File: config.mk
export PLATFORM = sky130hd
export DESIGN_NAME = spm_port
export DESIGN_NICKNAME = d
export VERILOG_FILES = /design/src/pkg/spm_pkg.sv /design/src/rtl/spm_shifter.sv /design/src/rtl/spm_port.sv
export SDC_FILE = /design/constraint.sdc
export NUM_CORES = 1
export LEC_CHECK = 0
export CORE_MARGIN = 2
export CORE_UTILIZATION = 30
export CTS_CLUSTER_DIAMETER = 200
export DETAILED_ROUTE_END_ITERATION = 12
export DONT_BUFFER_PORTS = 1
export HOLD_SLACK_MARGIN = 0.08
export SETUP_SLACK_MARGIN = 0.2
export SLEW_MARGIN = 0
export SYNTH_ARGS = -nofsm -noshare
export SYNTH_HDL_FRONTEND = slang
export SYNTH_SLANG_ARGS = --single-unit
File: constraint.sdc
create_clock -name clock -period 3.3 [get_ports clock]
set_input_delay 0.33 -clock clock [delete_from_list [all_inputs] [get_ports clock]]
set_output_delay 0.33 -clock clock [all_outputs]
set_load 0.02 [all_outputs]
File: src/pkg/spm_pkg.sv
// constants and types shared by the serial port master files
// assumes a single 25 MHz clock domain and an AXI4-Lite register bus
package spm_pkg;

  ////////////////////////////////////////////////////////////////////////
  // register indexes; the byte address is four times the index
  localparam logic [7:0] IDX_CTRL = 8'hbb;
  localparam logic [7:0] IDX_STAT = 8'hbc;
  localparam logic [7:0] IDX_DATA = 8'hbd;
  localparam logic [7:0] IDX_CLKC = 8'hbe;
  localparam logic [7:0] IDX_BAUD = 8'hbf;

  ////////////////////////////////////////////////////////////////////////
  // field positions and widths
  localparam int CTRL_MODE = 1;
  localparam int CTRL_SHARED_OE = 2;
  localparam int STAT_IDLE = 0;
  localparam int STAT_DONE = 1;
  localparam int CLKC_TEDGE = 0;
  localparam int CLKC_CPOL = 1;
  localparam int CLKC_SRC = 2;
  localparam int CLKC_GATE = 3;
  localparam int CLKC_REDGE = 4;
  localparam int CLKC_W = 5;
  localparam int BAUD_W = 3;

  ////////////////////////////////////////////////////////////////////////
  // reset values
  localparam logic RST_MODE = 1'b0;
  localparam logic RST_SHARED_OE = 1'b0;
  localparam logic [4:0] RST_CLKC = 5'h00;
  localparam logic [2:0] RST_BAUD = 3'h0;
  localparam logic [7:0] RST_DATA = 8'h00;

  ////////////////////////////////////////////////////////////////////////
  // counts and bus answers
  localparam logic [3:0] LAST_PHASE = 4'hf;
  localparam logic [1:0] RESP_OKAY = 2'h0;
  localparam logic [1:0] RESP_SLVERR = 2'h2;

  typedef enum logic {SH_IDLE, SH_RUN} spm_state_type;

endpackage

File: src/rtl/spm_shifter.sv
// eight-bit serial shift engine with independent transmit and receive edges
// assumes tick pulses at least two clocks apart, each one a serial clock edge
`timescale 1ns/1ps
module spm_shifter (
  input wire logic clock,
  input wire logic rst,
  input wire logic clear,
  input wire logic tick,
  input wire logic start,
  input wire logic [7:0] tx_byte,
  input wire logic cpol,
  input wire logic tedge,
  input wire logic redge,
  input wire logic sin,
  output logic sclk,
  output logic sdo,
  output logic busy,
  output logic done,
  output logic [7:0] rx_byte
);

  spm_pkg::spm_state_type state_ff;
  logic [3:0] phase_ff;
  logic [7:0] sh_ff;
  logic lead;

  assign lead = ~phase_ff[0];

  ////////////////////////////////////////////////////////////////////////
  always_ff @(posedge clock or posedge rst) begin
    if (rst) begin
      state_ff <= spm_pkg::SH_IDLE;
      phase_ff <= 4'h0;
      sh_ff <= 8'h00;
      sclk <= 1'b0;
      sdo <= 1'b0;
      busy <= 1'b0;
      done <= 1'b0;
      rx_byte <= 8'h00;
    end else if (clear) begin
      state_ff <= spm_pkg::SH_IDLE;
      phase_ff <= 4'h0;
      sclk <= cpol;
      busy <= 1'b0;
      done <= 1'b0;
    end else begin
      done <= 1'b0;
      case (state_ff)
        spm_pkg::SH_IDLE: begin
          sclk <= cpol; // idle level follows polarity
          if (start) begin
            state_ff <= spm_pkg::SH_RUN;
            phase_ff <= 4'h0;
            busy <= 1'b1;
            // trailing-edge shifting presents bit 7 before the first edge
            sh_ff <= tedge ? tx_byte : {tx_byte[6:0], 1'b0};
            sdo <= tedge ? sdo : tx_byte[7];
          end
        end
        spm_pkg::SH_RUN: begin
          if (tick) begin
            sclk <= ~sclk;
            phase_ff <= phase_ff + 4'h1;
            if (tedge ? lead : (!lead && phase_ff != spm_pkg::LAST_PHASE)) begin
              sdo <= sh_ff[7];
              sh_ff <= {sh_ff[6:0], 1'b0};
            end
            if (redge ? !lead : lead) begin
              rx_byte <= {rx_byte[6:0], sin};
            end
            if (phase_ff == spm_pkg::LAST_PHASE) begin
              state_ff <= spm_pkg::SH_IDLE;
              busy <= 1'b0;
              done <= 1'b1;
            end
          end
        end
        default: state_ff <= spm_pkg::SH_IDLE;
      endcase
    end
  end

endmodule // spm_shifter

File: src/rtl/spm_port.sv
// master-only three-pin serial port with pin sharing and an AXI4-Lite slave
// assumes port_power_down_in comes from logic on the same clock
//
// Added by the designer: the AXI4-Lite slave port and the placing of the registers.
`timescale 1ns/1ps

////////////////////////////////////////////////////////////////////////////
module spm_port (
  input wire logic clock,
  input wire logic rst,
  input wire logic [11:0] s_axi_awaddr,
  input wire logic s_axi_awvalid,
  output logic s_axi_awready,
  input wire logic [31:0] s_axi_wdata,
  input wire logic [3:0] s_axi_wstrb,
  input wire logic s_axi_wvalid,
  output logic s_axi_wready,
  output logic [1:0] s_axi_bresp,
  output logic s_axi_bvalid,
  input wire logic s_axi_bready,
  input wire logic [11:0] s_axi_araddr,
  input wire logic s_axi_arvalid,
  output logic s_axi_arready,
  output logic [31:0] s_axi_rdata,
  output logic [1:0] s_axi_rresp,
  output logic s_axi_rvalid,
  input wire logic s_axi_rready,
  input wire logic port_power_down_in,
  input wire logic ring_oscillator_clock,
  input wire logic pll_clock_input,
  input wire logic shared_gpio_a_level,
  input wire logic shared_gpio_a_dir,
  input wire logic shared_gpio_b_level,
  input wire logic shared_gpio_b_dir,
  input wire logic shared_gpio_c_level,
  input wire logic shared_gpio_c_dir,
  input wire logic serial_clock_pin_i,
  output logic serial_clock_pin_o,
  output logic serial_clock_pin_oe,
  input wire logic data_out_pin_i,
  output logic data_out_pin_o,
  output logic data_out_pin_oe,
  input wire logic data_in_pin_i,
  output logic data_in_pin_o,
  output logic data_in_pin_oe,
  output logic port_interrupt
);

  function automatic logic reg_hit(input logic [11:0] addr, input logic [7:0] idx);
    return addr[11:2] == {2'b00, idx};
  endfunction

  function automatic logic reg_mapped(input logic [11:0] addr);
    return reg_hit(addr, spm_pkg::IDX_CTRL) || reg_hit(addr, spm_pkg::IDX_STAT) ||
      reg_hit(addr, spm_pkg::IDX_DATA) || reg_hit(addr, spm_pkg::IDX_CLKC) ||
      reg_hit(addr, spm_pkg::IDX_BAUD);
  endfunction

  logic fs_ff;
  logic mode_ff;
  logic shared_oe_ff;
  logic [spm_pkg::CLKC_W-1:0] clkc_ff;
  logic [spm_pkg::BAUD_W-1:0] baud_ff;
  logic [7:0] data_ff;
  logic done_ff;
  logic start_ff;
  logic ring_s1_ff, ring_s2_ff, pll_s1_ff, pll_s2_ff;
  logic sdi_s1_ff, sdi_s2_ff, sio_s1_ff, sio_s2_ff;
  logic src_prev_ff;
  logic [7:0] div_cnt_ff;
  logic tick_ff;
  logic aw_full_ff, w_full_ff, awready_ff, wready_ff, bvalid_ff;
  logic [1:0] bresp_ff;
  logic [11:0] awaddr_ff;
  logic [7:0] wbyte_ff;
  logic wstrb0_ff;
  logic arready_ff, rvalid_ff;
  logic [1:0] rresp_ff;
  logic [31:0] rdata_ff;
  logic fs_change, aw_take, w_take, wr_fire, wr_ok, ar_take;
  logic src_sel, div_run, sin_sel;
  logic [7:0] div_lim, rd_byte;
  logic sh_sclk, sh_sdo, sh_busy, sh_done;
  logic [7:0] sh_rx;

  assign fs_change = port_power_down_in != fs_ff;
  assign aw_take = s_axi_awvalid && awready_ff;
  assign w_take = s_axi_wvalid && wready_ff;
  assign wr_fire = aw_full_ff && w_full_ff;
  assign wr_ok = wr_fire && wstrb0_ff && !fs_change;
  assign ar_take = s_axi_arvalid && arready_ff;

  ////////////////////////////////////////////////////////////////////////
  // function select follows its input; reset value keeps pins as gpio
  always_ff @(posedge clock or posedge rst) begin
    if (rst) begin
      fs_ff <= 1'b0;
    end else begin
      fs_ff <= port_power_down_in;
    end
  end

  ////////////////////////////////////////////////////////////////////////
  // synchronisers for clock sources and serial inputs
  always_ff @(posedge clock or posedge rst) begin
    if (rst) begin
      ring_s1_ff <= 1'b0;
      ring_s2_ff <= 1'b0;
      pll_s1_ff <= 1'b0;
      pll_s2_ff <= 1'b0;
      sdi_s1_ff <= 1'b0;
      sdi_s2_ff <= 1'b0;
      sio_s1_ff <= 1'b0;
      sio_s2_ff <= 1'b0;
    end else begin
      ring_s1_ff <= ring_oscillator_clock;
      ring_s2_ff <= ring_s1_ff;
      pll_s1_ff <= pll_clock_input;
      pll_s2_ff <= pll_s1_ff;
      sdi_s1_ff <= data_in_pin_i;
      sdi_s2_ff <= sdi_s1_ff;
      sio_s1_ff <= data_out_pin_i;
      sio_s2_ff <= sio_s1_ff;
    end
  end

  ////////////////////////////////////////////////////////////////////////
  // baud divider: one tick per 2**baud rising source edges, one tick per serial clock edge
  // sources are sampled, so each must toggle slower than a quarter of clock
  assign src_sel = clkc_ff[spm_pkg::CLKC_SRC] ? pll_s2_ff : ring_s2_ff;
  assign div_run = fs_ff && clkc_ff[spm_pkg::CLKC_GATE];
  assign div_lim = 8'(8'h01 << baud_ff) - 8'h01;

  always_ff @(posedge clock or posedge rst) begin
    if (rst) begin
      src_prev_ff <= 1'b0;
      div_cnt_ff <= 8'h00;
      tick_ff <= 1'b0;
    end else begin
      src_prev_ff <= src_sel;
      tick_ff <= 1'b0;
      if (!div_run || start_ff) begin
        div_cnt_ff <= 8'h00;
      end else if (src_sel && !src_prev_ff) begin
        if (div_cnt_ff >= div_lim) begin
          div_cnt_ff <= 8'h00;
          tick_ff <= 1'b1;
        end else begin
          div_cnt_ff <= div_cnt_ff + 8'h01;
        end
      end
    end
  end

  ////////////////////////////////////////////////////////////////////////
  // bus write side: address and data taken in either order
  always_ff @(posedge clock or posedge rst) begin
    if (rst) begin
      aw_full_ff <= 1'b0;
      w_full_ff <= 1'b0;
      awready_ff <= 1'b0;
      wready_ff <= 1'b0;
      bvalid_ff <= 1'b0;
      bresp_ff <= spm_pkg::RESP_OKAY;
      awaddr_ff <= 12'h000;
      wbyte_ff <= 8'h00;
      wstrb0_ff <= 1'b0;
    end else begin
      if (aw_take) begin
        aw_full_ff <= 1'b1;
        awaddr_ff <= s_axi_awaddr;
      end
      if (w_take) begin
        w_full_ff <= 1'b1;
        wbyte_ff <= s_axi_wdata[7:0];
        wstrb0_ff <= s_axi_wstrb[0];
      end
      if (wr_fire) begin
        aw_full_ff <= 1'b0;
        w_full_ff <= 1'b0;
        bvalid_ff <= 1'b1;
        bresp_ff <= reg_mapped(awaddr_ff) ? spm_pkg::RESP_OKAY : spm_pkg::RESP_SLVERR;
      end else if (bvalid_ff && s_axi_bready) begin
        bvalid_ff <= 1'b0;
      end
      awready_ff <= !(aw_full_ff || aw_take || bvalid_ff);
      wready_ff <= !(w_full_ff || w_take || bvalid_ff);
    end
  end

  ////////////////////////////////////////////////////////////////////////
  // bus read side; reads have no side effects
  always_comb begin
    rd_byte = 8'h00;
    if (reg_hit(s_axi_araddr, spm_pkg::IDX_CTRL)) begin
      rd_byte[spm_pkg::CTRL_MODE] = mode_ff;
      rd_byte[spm_pkg::CTRL_SHARED_OE] = shared_oe_ff;
    end else if (reg_hit(s_axi_araddr, spm_pkg::IDX_STAT)) begin
      // idle held back during the done pulse so it never reads ahead of done
      rd_byte[spm_pkg::STAT_IDLE] = !sh_busy && !start_ff && !sh_done;
      rd_byte[spm_pkg::STAT_DONE] = done_ff;
    end else if (reg_hit(s_axi_araddr, spm_pkg::IDX_DATA)) begin
      rd_byte = data_ff;
    end else if (reg_hit(s_axi_araddr, spm_pkg::IDX_CLKC)) begin
      rd_byte = {3'h0, clkc_ff};
    end else if (reg_hit(s_axi_araddr, spm_pkg::IDX_BAUD)) begin
      rd_byte = {5'h00, baud_ff};
    end
  end

  always_ff @(posedge clock or posedge rst) begin
    if (rst) begin
      arready_ff <= 1'b0;
      rvalid_ff <= 1'b0;
      rresp_ff <= spm_pkg::RESP_OKAY;
      rdata_ff <= 32'h0000_0000;
    end else begin
      if (ar_take) begin
        rvalid_ff <= 1'b1;
        rdata_ff <= {24'h00_0000, rd_byte};
        rresp_ff <= reg_mapped(s_axi_araddr) ? spm_pkg::RESP_OKAY : spm_pkg::RESP_SLVERR;
      end else if (rvalid_ff && s_axi_rready) begin
        rvalid_ff <= 1'b0;
      end
      arready_ff <= !(ar_take || rvalid_ff);
    end
  end

  ////////////////////////////////////////////////////////////////////////
  // port registers; a select change wipes them all
  always_ff @(posedge clock or posedge rst) begin
    if (rst) begin
      mode_ff <= spm_pkg::RST_MODE;
      shared_oe_ff <= spm_pkg::RST_SHARED_OE;
      clkc_ff <= spm_pkg::RST_CLKC;
      baud_ff <= spm_pkg::RST_BAUD;
    end else if (fs_change) begin
      mode_ff <= spm_pkg::RST_MODE;
      shared_oe_ff <= spm_pkg::RST_SHARED_OE;
      clkc_ff <= spm_pkg::RST_CLKC;
      baud_ff <= spm_pkg::RST_BAUD;
    end else if (wr_ok) begin
      if (reg_hit(awaddr_ff, spm_pkg::IDX_CTRL)) begin
        mode_ff <= wbyte_ff[spm_pkg::CTRL_MODE];
        shared_oe_ff <= wbyte_ff[spm_pkg::CTRL_SHARED_OE];
      end
      if (reg_hit(awaddr_ff, spm_pkg::IDX_CLKC)) begin
        clkc_ff <= wbyte_ff[spm_pkg::CLKC_W-1:0];
      end
      if (reg_hit(awaddr_ff, spm_pkg::IDX_BAUD)) begin
        baud_ff <= wbyte_ff[spm_pkg::BAUD_W-1:0];
      end
    end
  end

  // transfer starts only from an idle, selected port
  always_ff @(posedge clock or posedge rst) begin
    if (rst) begin
      data_ff <= spm_pkg::RST_DATA;
      start_ff <= 1'b0;
    end else if (fs_change) begin
      data_ff <= spm_pkg::RST_DATA;
      start_ff <= 1'b0;
    end else begin
      start_ff <= 1'b0;
      if (sh_done) begin
        // a bidirectional send keeps the sent character
        data_ff <= (mode_ff && shared_oe_ff) ? data_ff : sh_rx;
      end else if (wr_ok && reg_hit(awaddr_ff, spm_pkg::IDX_DATA) && fs_ff && !sh_busy && !start_ff) begin
        data_ff <= wbyte_ff;
        start_ff <= 1'b1;
      end
    end
  end

  // completion flag: write one to clear, a new completion wins
  always_ff @(posedge clock or posedge rst) begin
    if (rst) begin
      done_ff <= 1'b0;
      port_interrupt <= 1'b0;
    end else begin
      if (fs_change) begin
        done_ff <= 1'b0;
      end else if (sh_done) begin
        done_ff <= 1'b1;
      end else if (wr_ok && reg_hit(awaddr_ff, spm_pkg::IDX_STAT) && wbyte_ff[spm_pkg::STAT_DONE]) begin
        done_ff <= 1'b0;
      end
      port_interrupt <= done_ff;
    end
  end

  ////////////////////////////////////////////////////////////////////////
  assign sin_sel = mode_ff ? sio_s2_ff : sdi_s2_ff;

  spm_shifter i_spm_shifter (
    .clock(clock),
    .rst(rst),
    .clear(fs_change),
    .tick(tick_ff),
    .start(start_ff),
    .tx_byte(data_ff),
    .cpol(clkc_ff[spm_pkg::CLKC_CPOL]),
    .tedge(clkc_ff[spm_pkg::CLKC_TEDGE]),
    .redge(clkc_ff[spm_pkg::CLKC_REDGE]),
    .sin(sin_sel),
    .sclk(sh_sclk),
    .sdo(sh_sdo),
    .busy(sh_busy),
    .done(sh_done),
    .rx_byte(sh_rx)
  );

  ////////////////////////////////////////////////////////////////////////
  // pin sharing between the port and general I/O
  always_ff @(posedge clock or posedge rst) begin
    if (rst) begin
      serial_clock_pin_o <= 1'b0;
      serial_clock_pin_oe <= 1'b0;
      data_out_pin_o <= 1'b0;
      data_out_pin_oe <= 1'b0;
      data_in_pin_o <= 1'b0;
      data_in_pin_oe <= 1'b0;
    end else if (fs_ff) begin
      serial_clock_pin_o <= sh_sclk;
      serial_clock_pin_oe <= 1'b1;
      data_out_pin_o <= sh_sdo;
      data_out_pin_oe <= mode_ff ? shared_oe_ff : 1'b1;
      data_in_pin_o <= mode_ff ? shared_gpio_c_level : 1'b0;
      data_in_pin_oe <= mode_ff ? shared_gpio_c_dir : 1'b0;
    end else begin
      serial_clock_pin_o <= shared_gpio_a_level;
      serial_clock_pin_oe <= shared_gpio_a_dir;
      data_out_pin_o <= shared_gpio_b_level;
      data_out_pin_oe <= shared_gpio_b_dir;
      data_in_pin_o <= shared_gpio_c_level;
      data_in_pin_oe <= shared_gpio_c_dir;
    end
  end

  assign s_axi_awready = awready_ff;
  assign s_axi_wready = wready_ff;
  assign s_axi_bvalid = bvalid_ff;
  assign s_axi_bresp = bresp_ff;
  assign s_axi_arready = arready_ff;
  assign s_axi_rvalid = rvalid_ff;
  assign s_axi_rresp = rresp_ff;
  assign s_axi_rdata = rdata_ff;

  ////////////////////////////////////////////////////////////////////////
  // checks
  property p_data_write_dropped;
    @(posedge clock) disable iff (rst)
    (wr_ok && reg_hit(awaddr_ff, spm_pkg::IDX_DATA) && !fs_ff) |=> !start_ff;
  endproperty
  a_data_write_dropped: assert property (p_data_write_dropped) else $error("data write started a transfer while deselected");

  property p_no_tick_deselected;
    @(posedge clock) disable iff (rst)
    !fs_ff |=> !tick_ff;
  endproperty
  a_no_tick_deselected: assert property (p_no_tick_deselected) else $error("baud tick while deselected");

  property p_select_change_reset;
    @(posedge clock) disable iff (rst)
    fs_change |=> (clkc_ff == spm_pkg::RST_CLKC && mode_ff == spm_pkg::RST_MODE && !done_ff && !sh_busy);
  endproperty
  a_select_change_reset: assert property (p_select_change_reset) else $error("registers not reset on select change");

  property p_done_flag;
    @(posedge clock) disable iff (rst)
    (sh_done && !fs_change) |=> done_ff ##1 port_interrupt;
  endproperty
  a_done_flag: assert property (p_done_flag) else $error("completion not flagged");

  property p_irq_follows;
    @(posedge clock) disable iff (rst)
    $rose(done_ff) |=> port_interrupt;
  endproperty
  a_irq_follows: assert property (p_irq_follows) else $error("interrupt missing after completion");

  property p_busy_holds;
    @(posedge clock) disable iff (rst)
    (start_ff && !fs_change) |=> sh_busy [*8];
  endproperty
  a_busy_holds: assert property (p_busy_holds) else $error("busy dropped early");

  property p_rx_kept;
    @(posedge clock) disable iff (rst)
    (sh_done && !fs_change && !(mode_ff && shared_oe_ff)) |=> data_ff == $past(sh_rx);
  endproperty
  a_rx_kept: assert property (p_rx_kept) else $error("received character not stored");

  property p_full_duplex_pins;
    @(posedge clock) disable iff (rst)
    (fs_ff && !mode_ff) |=> (serial_clock_pin_oe && data_out_pin_oe && !data_in_pin_oe);
  endproperty
  a_full_duplex_pins: assert property (p_full_duplex_pins) else $error("full duplex pin roles wrong");

  property p_bidir_in_pin;
    @(posedge clock) disable iff (rst)
    (fs_ff && mode_ff) |=> data_in_pin_oe == $past(shared_gpio_c_dir);
  endproperty
  a_bidir_in_pin: assert property (p_bidir_in_pin) else $error("data-in pin not returned to gpio");

  property p_shared_line_dir;
    @(posedge clock) disable iff (rst)
    (fs_ff && mode_ff) |=> data_out_pin_oe == $past(shared_oe_ff);
  endproperty
  a_shared_line_dir: assert property (p_shared_line_dir) else $error("shared line direction wrong");

  property p_idle_clock_level;
    @(posedge clock) disable iff (rst)
    (fs_ff && !sh_busy && !$past(sh_busy) && $stable(clkc_ff)) |=>
      serial_clock_pin_o == $past(clkc_ff[spm_pkg::CLKC_CPOL]);
  endproperty
  a_idle_clock_level: assert property (p_idle_clock_level) else $error("idle clock level ignores polarity");

endmodule // spm_port

Word level (Yosys, flattened, before mapping). Index checks and enable logic that the tools add are counted.

Output and inout bits: 48. ROM bits: 0. Bits in latches: 0. Register bits after elaboration: 111. RAM bits: 0. Memories: 0. Logic and storage cells: 230. Bits of input ports: 79.

Divide/modulo/power cells: 0. Bitwise gates (word level): 4. Order comparisons: 1. Shift-type cells: 1. $add $sub $neg: 3. Multiplexer cells: 90. Multiply operators: 0. Reductions and logical operators: 63. Equal/unequal tests: 21.

Operators by type and width (count): 8-bit 2-to-1 mux (13); 10-bit by 8-bit == test with 1-bit output (second input constant) (10); 1-bit 2-to-1 mux (55); 1-bit logical AND (20); 5-bit 2-to-1 mux (4); 2-bit nonzero test (9); 8-bit case mux with 2 select lines (1); 1-bit logical OR (14); 3-bit 2-to-1 mux (4); 4-bit 2-to-1 mux (3); 3-bit != test (second input constant) (4); 2-bit AND reduction (5); 1-bit logical NOT (9); 8-bit by 1-bit adder with 8-bit output (second input constant) (1); 8-bit greater-or-equal comparator (1); 2-bit 2-to-1 mux (4); 2-bit != test (second input constant) (4); 1-bit case mux with 2 select lines (4); 4-bit case mux with 2 select lines (1); 4-bit AND reduction (2); 1-bit by 3-bit left shift with 8-bit output (first input constant) (1); 8-bit by 1-bit subtractor with 8-bit output (second input constant) (1); 6-bit 2-to-1 mux (1); 3-bit nonzero test (2); 7 further kinds (10).

Depth between registers and ports, before layout.
Depth in word-level cells: 10. Mapped depth: 14. Mapped depth without buffers: 12.

Hierarchy. A second synthesis with hierarchy kept.

Cells, all modules: 470. Area total of the unflattened synthesis: 5302.6 um^2.

Modules (own cells, without submodules): spm_port (cells each 353, instances 1, area an instance 4022.6 um^2, seq. area each 2052.0 um^2); spm_shifter (cells each 117, instances 1, area an instance 1280.0 um^2, seq. area each 625.6 um^2).

Worst setup path after synthesis. Ideal clock, no wire load.

Path type: flip-flop to flip-flop. From: reg baud_ff[0] (netlist name). To: reg div_cnt_ff[4]. Stages on the path, launching flop included: 14. Library setup time: 0.130 ns. Required time: 3.170 ns. Clock period less this slack: 2.805 ns. Buffers on the path: 3. Setup slack: 0.495 ns. Arrival: 2.674 ns. Cells stage by stage: dfrtp_1 > clkbuf_1 > or3_1 > ha_1 > clkbuf_1 > xor2_1 > nor2_1 > a21oi_1 > ha_1 > nand2_1 > o41a_2 > buf_4 > nand3_1 > a31oi_1.

Longest elaborated chain between the ends: 6.

RTL lines: start, declared (line spm_port.sv:63) `logic [spm_pkg::BAUD_W-1:0] baud_ff;`; start signal, assigned (line spm_port.sv:236) `baud_ff <= spm_pkg::RST_BAUD;`; start signal, assigned (line spm_port.sv:241) `baud_ff <= spm_pkg::RST_BAUD;`; start signal, assigned (line spm_port.sv:251) `baud_ff <= wbyte_ff[spm_pkg::BAUD_W-1:0];`; 1-bit by 3-bit left shift with 8-bit output (line spm_port.sv:132) `assign div_lim = 8'(8'h01 << baud_ff) - 8'h01;`; 8-bit by 1-bit subtractor with 8-bit output (line spm_port.sv:132); 8-bit greater-or-equal comparator (line spm_port.sv:145) `if (div_cnt_ff >= div_lim) begin`; 8-bit 2-to-1 mux (line spm_port.sv:145); 8-bit 2-to-1 mux (line spm_port.sv:144) `end else if (src_sel && !src_prev_ff) begin`; 8-bit 2-to-1 mux (line spm_port.sv:142) `if (!div_run || start_ff) begin`; end signal, assigned (line spm_port.sv:149) `div_cnt_ff <= div_cnt_ff + 8'h01;`; end, declared (line spm_port.sv:70) `logic [7:0] div_cnt_ff;`.

Every way passes these cells. The select of a mux whose other input is x is not followed. A chain may end at the register's enable or synchronous reset.

Worst setup path after layout.
From: reg baud_ff[1] (netlist name). To: reg div_cnt_ff[4].

The elaborated chain is that of the path after synthesis.

==> flow_summary_export.csv <==
group,metric,value,unit
sta,tightest_slew,868,ps
logic_synthesis,avgSynthCellArea,11.0,sq um
sta,hold_viol,0,
worst_setup_path,critPathLaunchType,"register",
detailed_routing,first_pass_iters,4,
grt,grt.total_usage,0.126,
cts,holdBufCountCts,11,
logic_synthesis,synth_compound_area_frac,0.0824,
placement,gp_congestion,0.799,
detailed_routing,drtIter0Drc,152,
logic_synthesis,synth_area_leader_cell,"dfrtp_1",
logic_synthesis,netlist_top_cells_area,"dfrtp_1 (52%), mux2_2 (9.4%), mux2i_1 (6.2%)",
cts,clk_pin_slew,70,ps
logic_synthesis,synth_top_family_by_area,"multiplexers",
placement,dpl.hpwl,7910,um
grt,grt_first_pass_wirelength,17700,um
logic_synthesis,ys_top_cells_by_count,"dfrtp_1 (107), nand2_1 (45), mux2_2 (43)",
layout,design_area,0.00572,sq mm
floorplan,initial_core_util,0.304,
worst_setup_path,cp.required,3530,ps
logic_synthesis,synth_xor_area_frac,0.0118,
logic_synthesis,yosysSeqAreaShare,0.517,
cts,postCtsResizedCells,0,
cts,clk_path_buf_depth,2,
worst_setup_path,path_depth,10,
pwr,ir_drop,0.000330,V
cts,cts_tree,"yes",
grt,antenna_found_initial,0,
run,cap_violations,0,
logic_synthesis,synth_top_area_share,0.517,
cts,insertion_delay,350,ps
sta,max_freq,355,MHz
floorplan,io_pins,127,
sta,timing.final.crit_share,0.854,
logic_synthesis,synth_fa_ha_area_frac,0.0266,
grt,grt_overflow,0,
logic_synthesis,async_flop_share,1.00,
detailed_routing,wl,10800,um
cts,cts_root_buf,"clkbuf_16",
cts,post_cts_buffers,0,
layout,multi_input_area,0.00229,sq mm
detailed_routing,ant_nets,0,
cts,htree_levels,3,
detailed_routing,avgRoutedWirePerCell,15.4,um
logic_synthesis,synth_cell_type_count,51,
pwr,power_density,587,mW/mm^2
logic_synthesis,yosys_warnings,0,
outcome,status,"completed",
pwr,leakage,2.47,nW
logic_synthesis,synth_edf_count,0,
worst_setup_path,r2r_setup_slack,480,ps
pwr,power,3.36,mW
worst_setup_path,reg2reg_to,"div_cnt_ff[4]",
logic_synthesis,synthesis.area,0.00518,sq mm
detailed_routing,drc_errors,0,
floorplan,core-area,0.0171,sq mm
worst_setup_path,r2r_cells,10,
sta,final-setup-viol-count,0,
logic_synthesis,synth-seq-cells,107,
placement,placed_cell_area,0.00532,sq mm
worst_setup_path,setup.worst_path.end,"div_cnt_ff[4]",
logic_synthesis,synthSimpleGateAreaFrac,0.137,
worst_setup_path,path_max_fanout,15,
worst_setup_path,crit_path_end_kind,"register",
sta,finalMaxSlewViolations,0,
layout,area_growth,10.5,%
layout,drive_gt1_frac,0.142,
detailed_routing,drt-vias-per-instance,4.80,
sta,tns,0,ps
worst_setup_path,reg2reg_from,"baud_ff[1]",
detailed_routing,route.vias.total,3379,
worst_setup_path,worst-path-buf-inv,0,
cts,clock-sinks,107,
worst_setup_path,crit_start,"baud_ff[1]",
floorplan,die_w,135,um
floorplan,num_rows,48,
placement,pre_cts_ws,492,ps
layout,seq_area,0.00268,sq mm
sta,worst_hold_slack,92.0,ps
worst_setup_path,cp_slowest_stage_delay,620,ps
worst_setup_path,arrival,3050,ps
min_path,hp-class,"input pin to register",
cts,numCtsBuffers,9,
sta,layout_min_cycle_time,2820,ps
logic_synthesis,yosysMostFrequentCell,"dfrtp_1",
sta,finalWorstSetupSlack,481,ps
logic_synthesis,synthMuxAreaShare,0.164,
grt,first_global_vias,3368,
floorplan,die_area,0.0183,sq mm
placement,port_buffers,0,
worst_setup_path,criticalPathCategory,"register to register",
floorplan,die_y,135,um
layout,n_antenna_cell,0,
logic_synthesis,synth_top_flop_cell,"dfrtp_1",
layout,fillers,1714,
logic_synthesis,netlist_instances,469,
grt,grt_max_degree,70,
layout,nNetsFinal,564,
worst_setup_path,critPathMostFrequentCell,"ha_1",
sta,skew,6.37,ps
sta,relSlewSlack,0.420,
worst_setup_path,slowest_stage,"o41a_2",
worst_setup_path,crit_family,"compound AO/OA/AOI/OAI gates",
sta,grt_setup_unrepaired,"no",
worst_setup_path,crit_chain,"or3_1 > ha_1 > xor2_1 > nor2_1 > a21oi_1 > ha_1 > nand2_1 > o41a_2 > nand3_1 > a31oi_1",
-- cell type report --
class / instances / area share
flip-flops and latches: 107 / 0.468
well taps: 225 / 0.0492
inverters: 9 / 0.00656
repair buffers: 13 / 0.0241
clock buffers: 11 / 0.0424
clock inverters: 5 / 0.00918
multi-input cells: 334 / 0.401
-- how the worst min path moves through the flow --
stage	endpoint	slack [ps]	startpoint	cells past startpoint
after global routing	data_out_pin_oe	100	shared_gpio_b_dir	1
after CTS	s_axi_rvalid	90	s_axi_rready	1
after floorplan	pll_s2_ff	330	pll_s1_ff	0
after detailed placement	pll_s2_ff	340	pll_s1_ff	0
after global placement	ring_s2_ff	340	ring_s1_ff	0
final	s_axi_rvalid	90	s_axi_rready	1
-- sequential cells by signal (all words and copies together) (netlist names), 3 cells and up --
| signal | flops |
|---|---|
| awaddr_ff | 10 |
| data_ff | 8 |
| div_cnt_ff | 8 |
| i_spm_shifter.rx_byte | 8 |
| i_spm_shifter.sh_ff | 8 |
| s_axi_rdata | 8 |
| wbyte_ff | 8 |
| clkc_ff | 5 |
| i_spm_shifter.phase_ff | 4 |
| baud_ff | 3 |
-- cells by family after synthesis --
| group | count (synthesis) |
|---|---|
| other | 2 |
| multiplexers | 78 |
| XOR/XNOR | 7 |
| adder cells (fa/ha/maj) | 11 |
| flip-flops | 107 |
| buffers and inverters | 53 |
| AO/OA/AOI/OAI | 66 |
| AND/OR/NAND/NOR | 145 |
-- power breakdown --
part | internal, mW | switching (mW) | total [mW]
Sequential | 1.52 | 0.275 | 1.80
Combinational | 0.253 | 0.229 | 0.482
Clock | 0.606 | 0.473 | 1.08
Total | 2.38 | 0.978 | 3.36
-- metrics by stage --
stage | util | instances
after global routing | 0.335 | 704
after CTS | 0.335 | 704
after floorplan | - | 494
after detailed placement | 0.312 | 677
final | 0.335 | 704
after global placement | 0.312 | 677
-- metal layers --
metal / global-route usage / share of wire / vias up
met5: 0 / 0 / -
met1: 0.166 / 0.47 / 1666
li1: - / - / 1607
met2: 0.197 / 0.45 / 96
met3: 0.0430 / 0.065 / 10
met4: 0.0365 / 0.013 / 0
-- cell usage in the layout, fill, tap and decap left out, types with 5 or more instances in the layout --
cell / synthesis / routed
dlygate4sd3_1: 0 / 11
nand3_1: 17 / 17
conb_1: 2 / 27
mux2i_1: 32 / 32
inv_1: 9 / 8
nor2b_1: 5 / 5
a211oi_1: 5 / 5
clkbuf_16: 0 / 9
ha_1: 11 / 11
o21ai_0: 16 / 16
mux2_2: 43 / 43
a21oi_1: 18 / 18
dfrtp_1: 107 / 107
nor2_1: 38 / 38
a31oi_1: 8 / 8
nand2_1: 45 / 45
nor3_1: 7 / 7
-- worst register-to-register path: cells and delay by family, from the launching register on --
family,cells,cell delay (ps)
simple gates,4,740
compound gates,3,760
fa+ha+maj,2,560
xor+xnor,1,160
flops,1,460
Power figures use the tool's default switching activity.
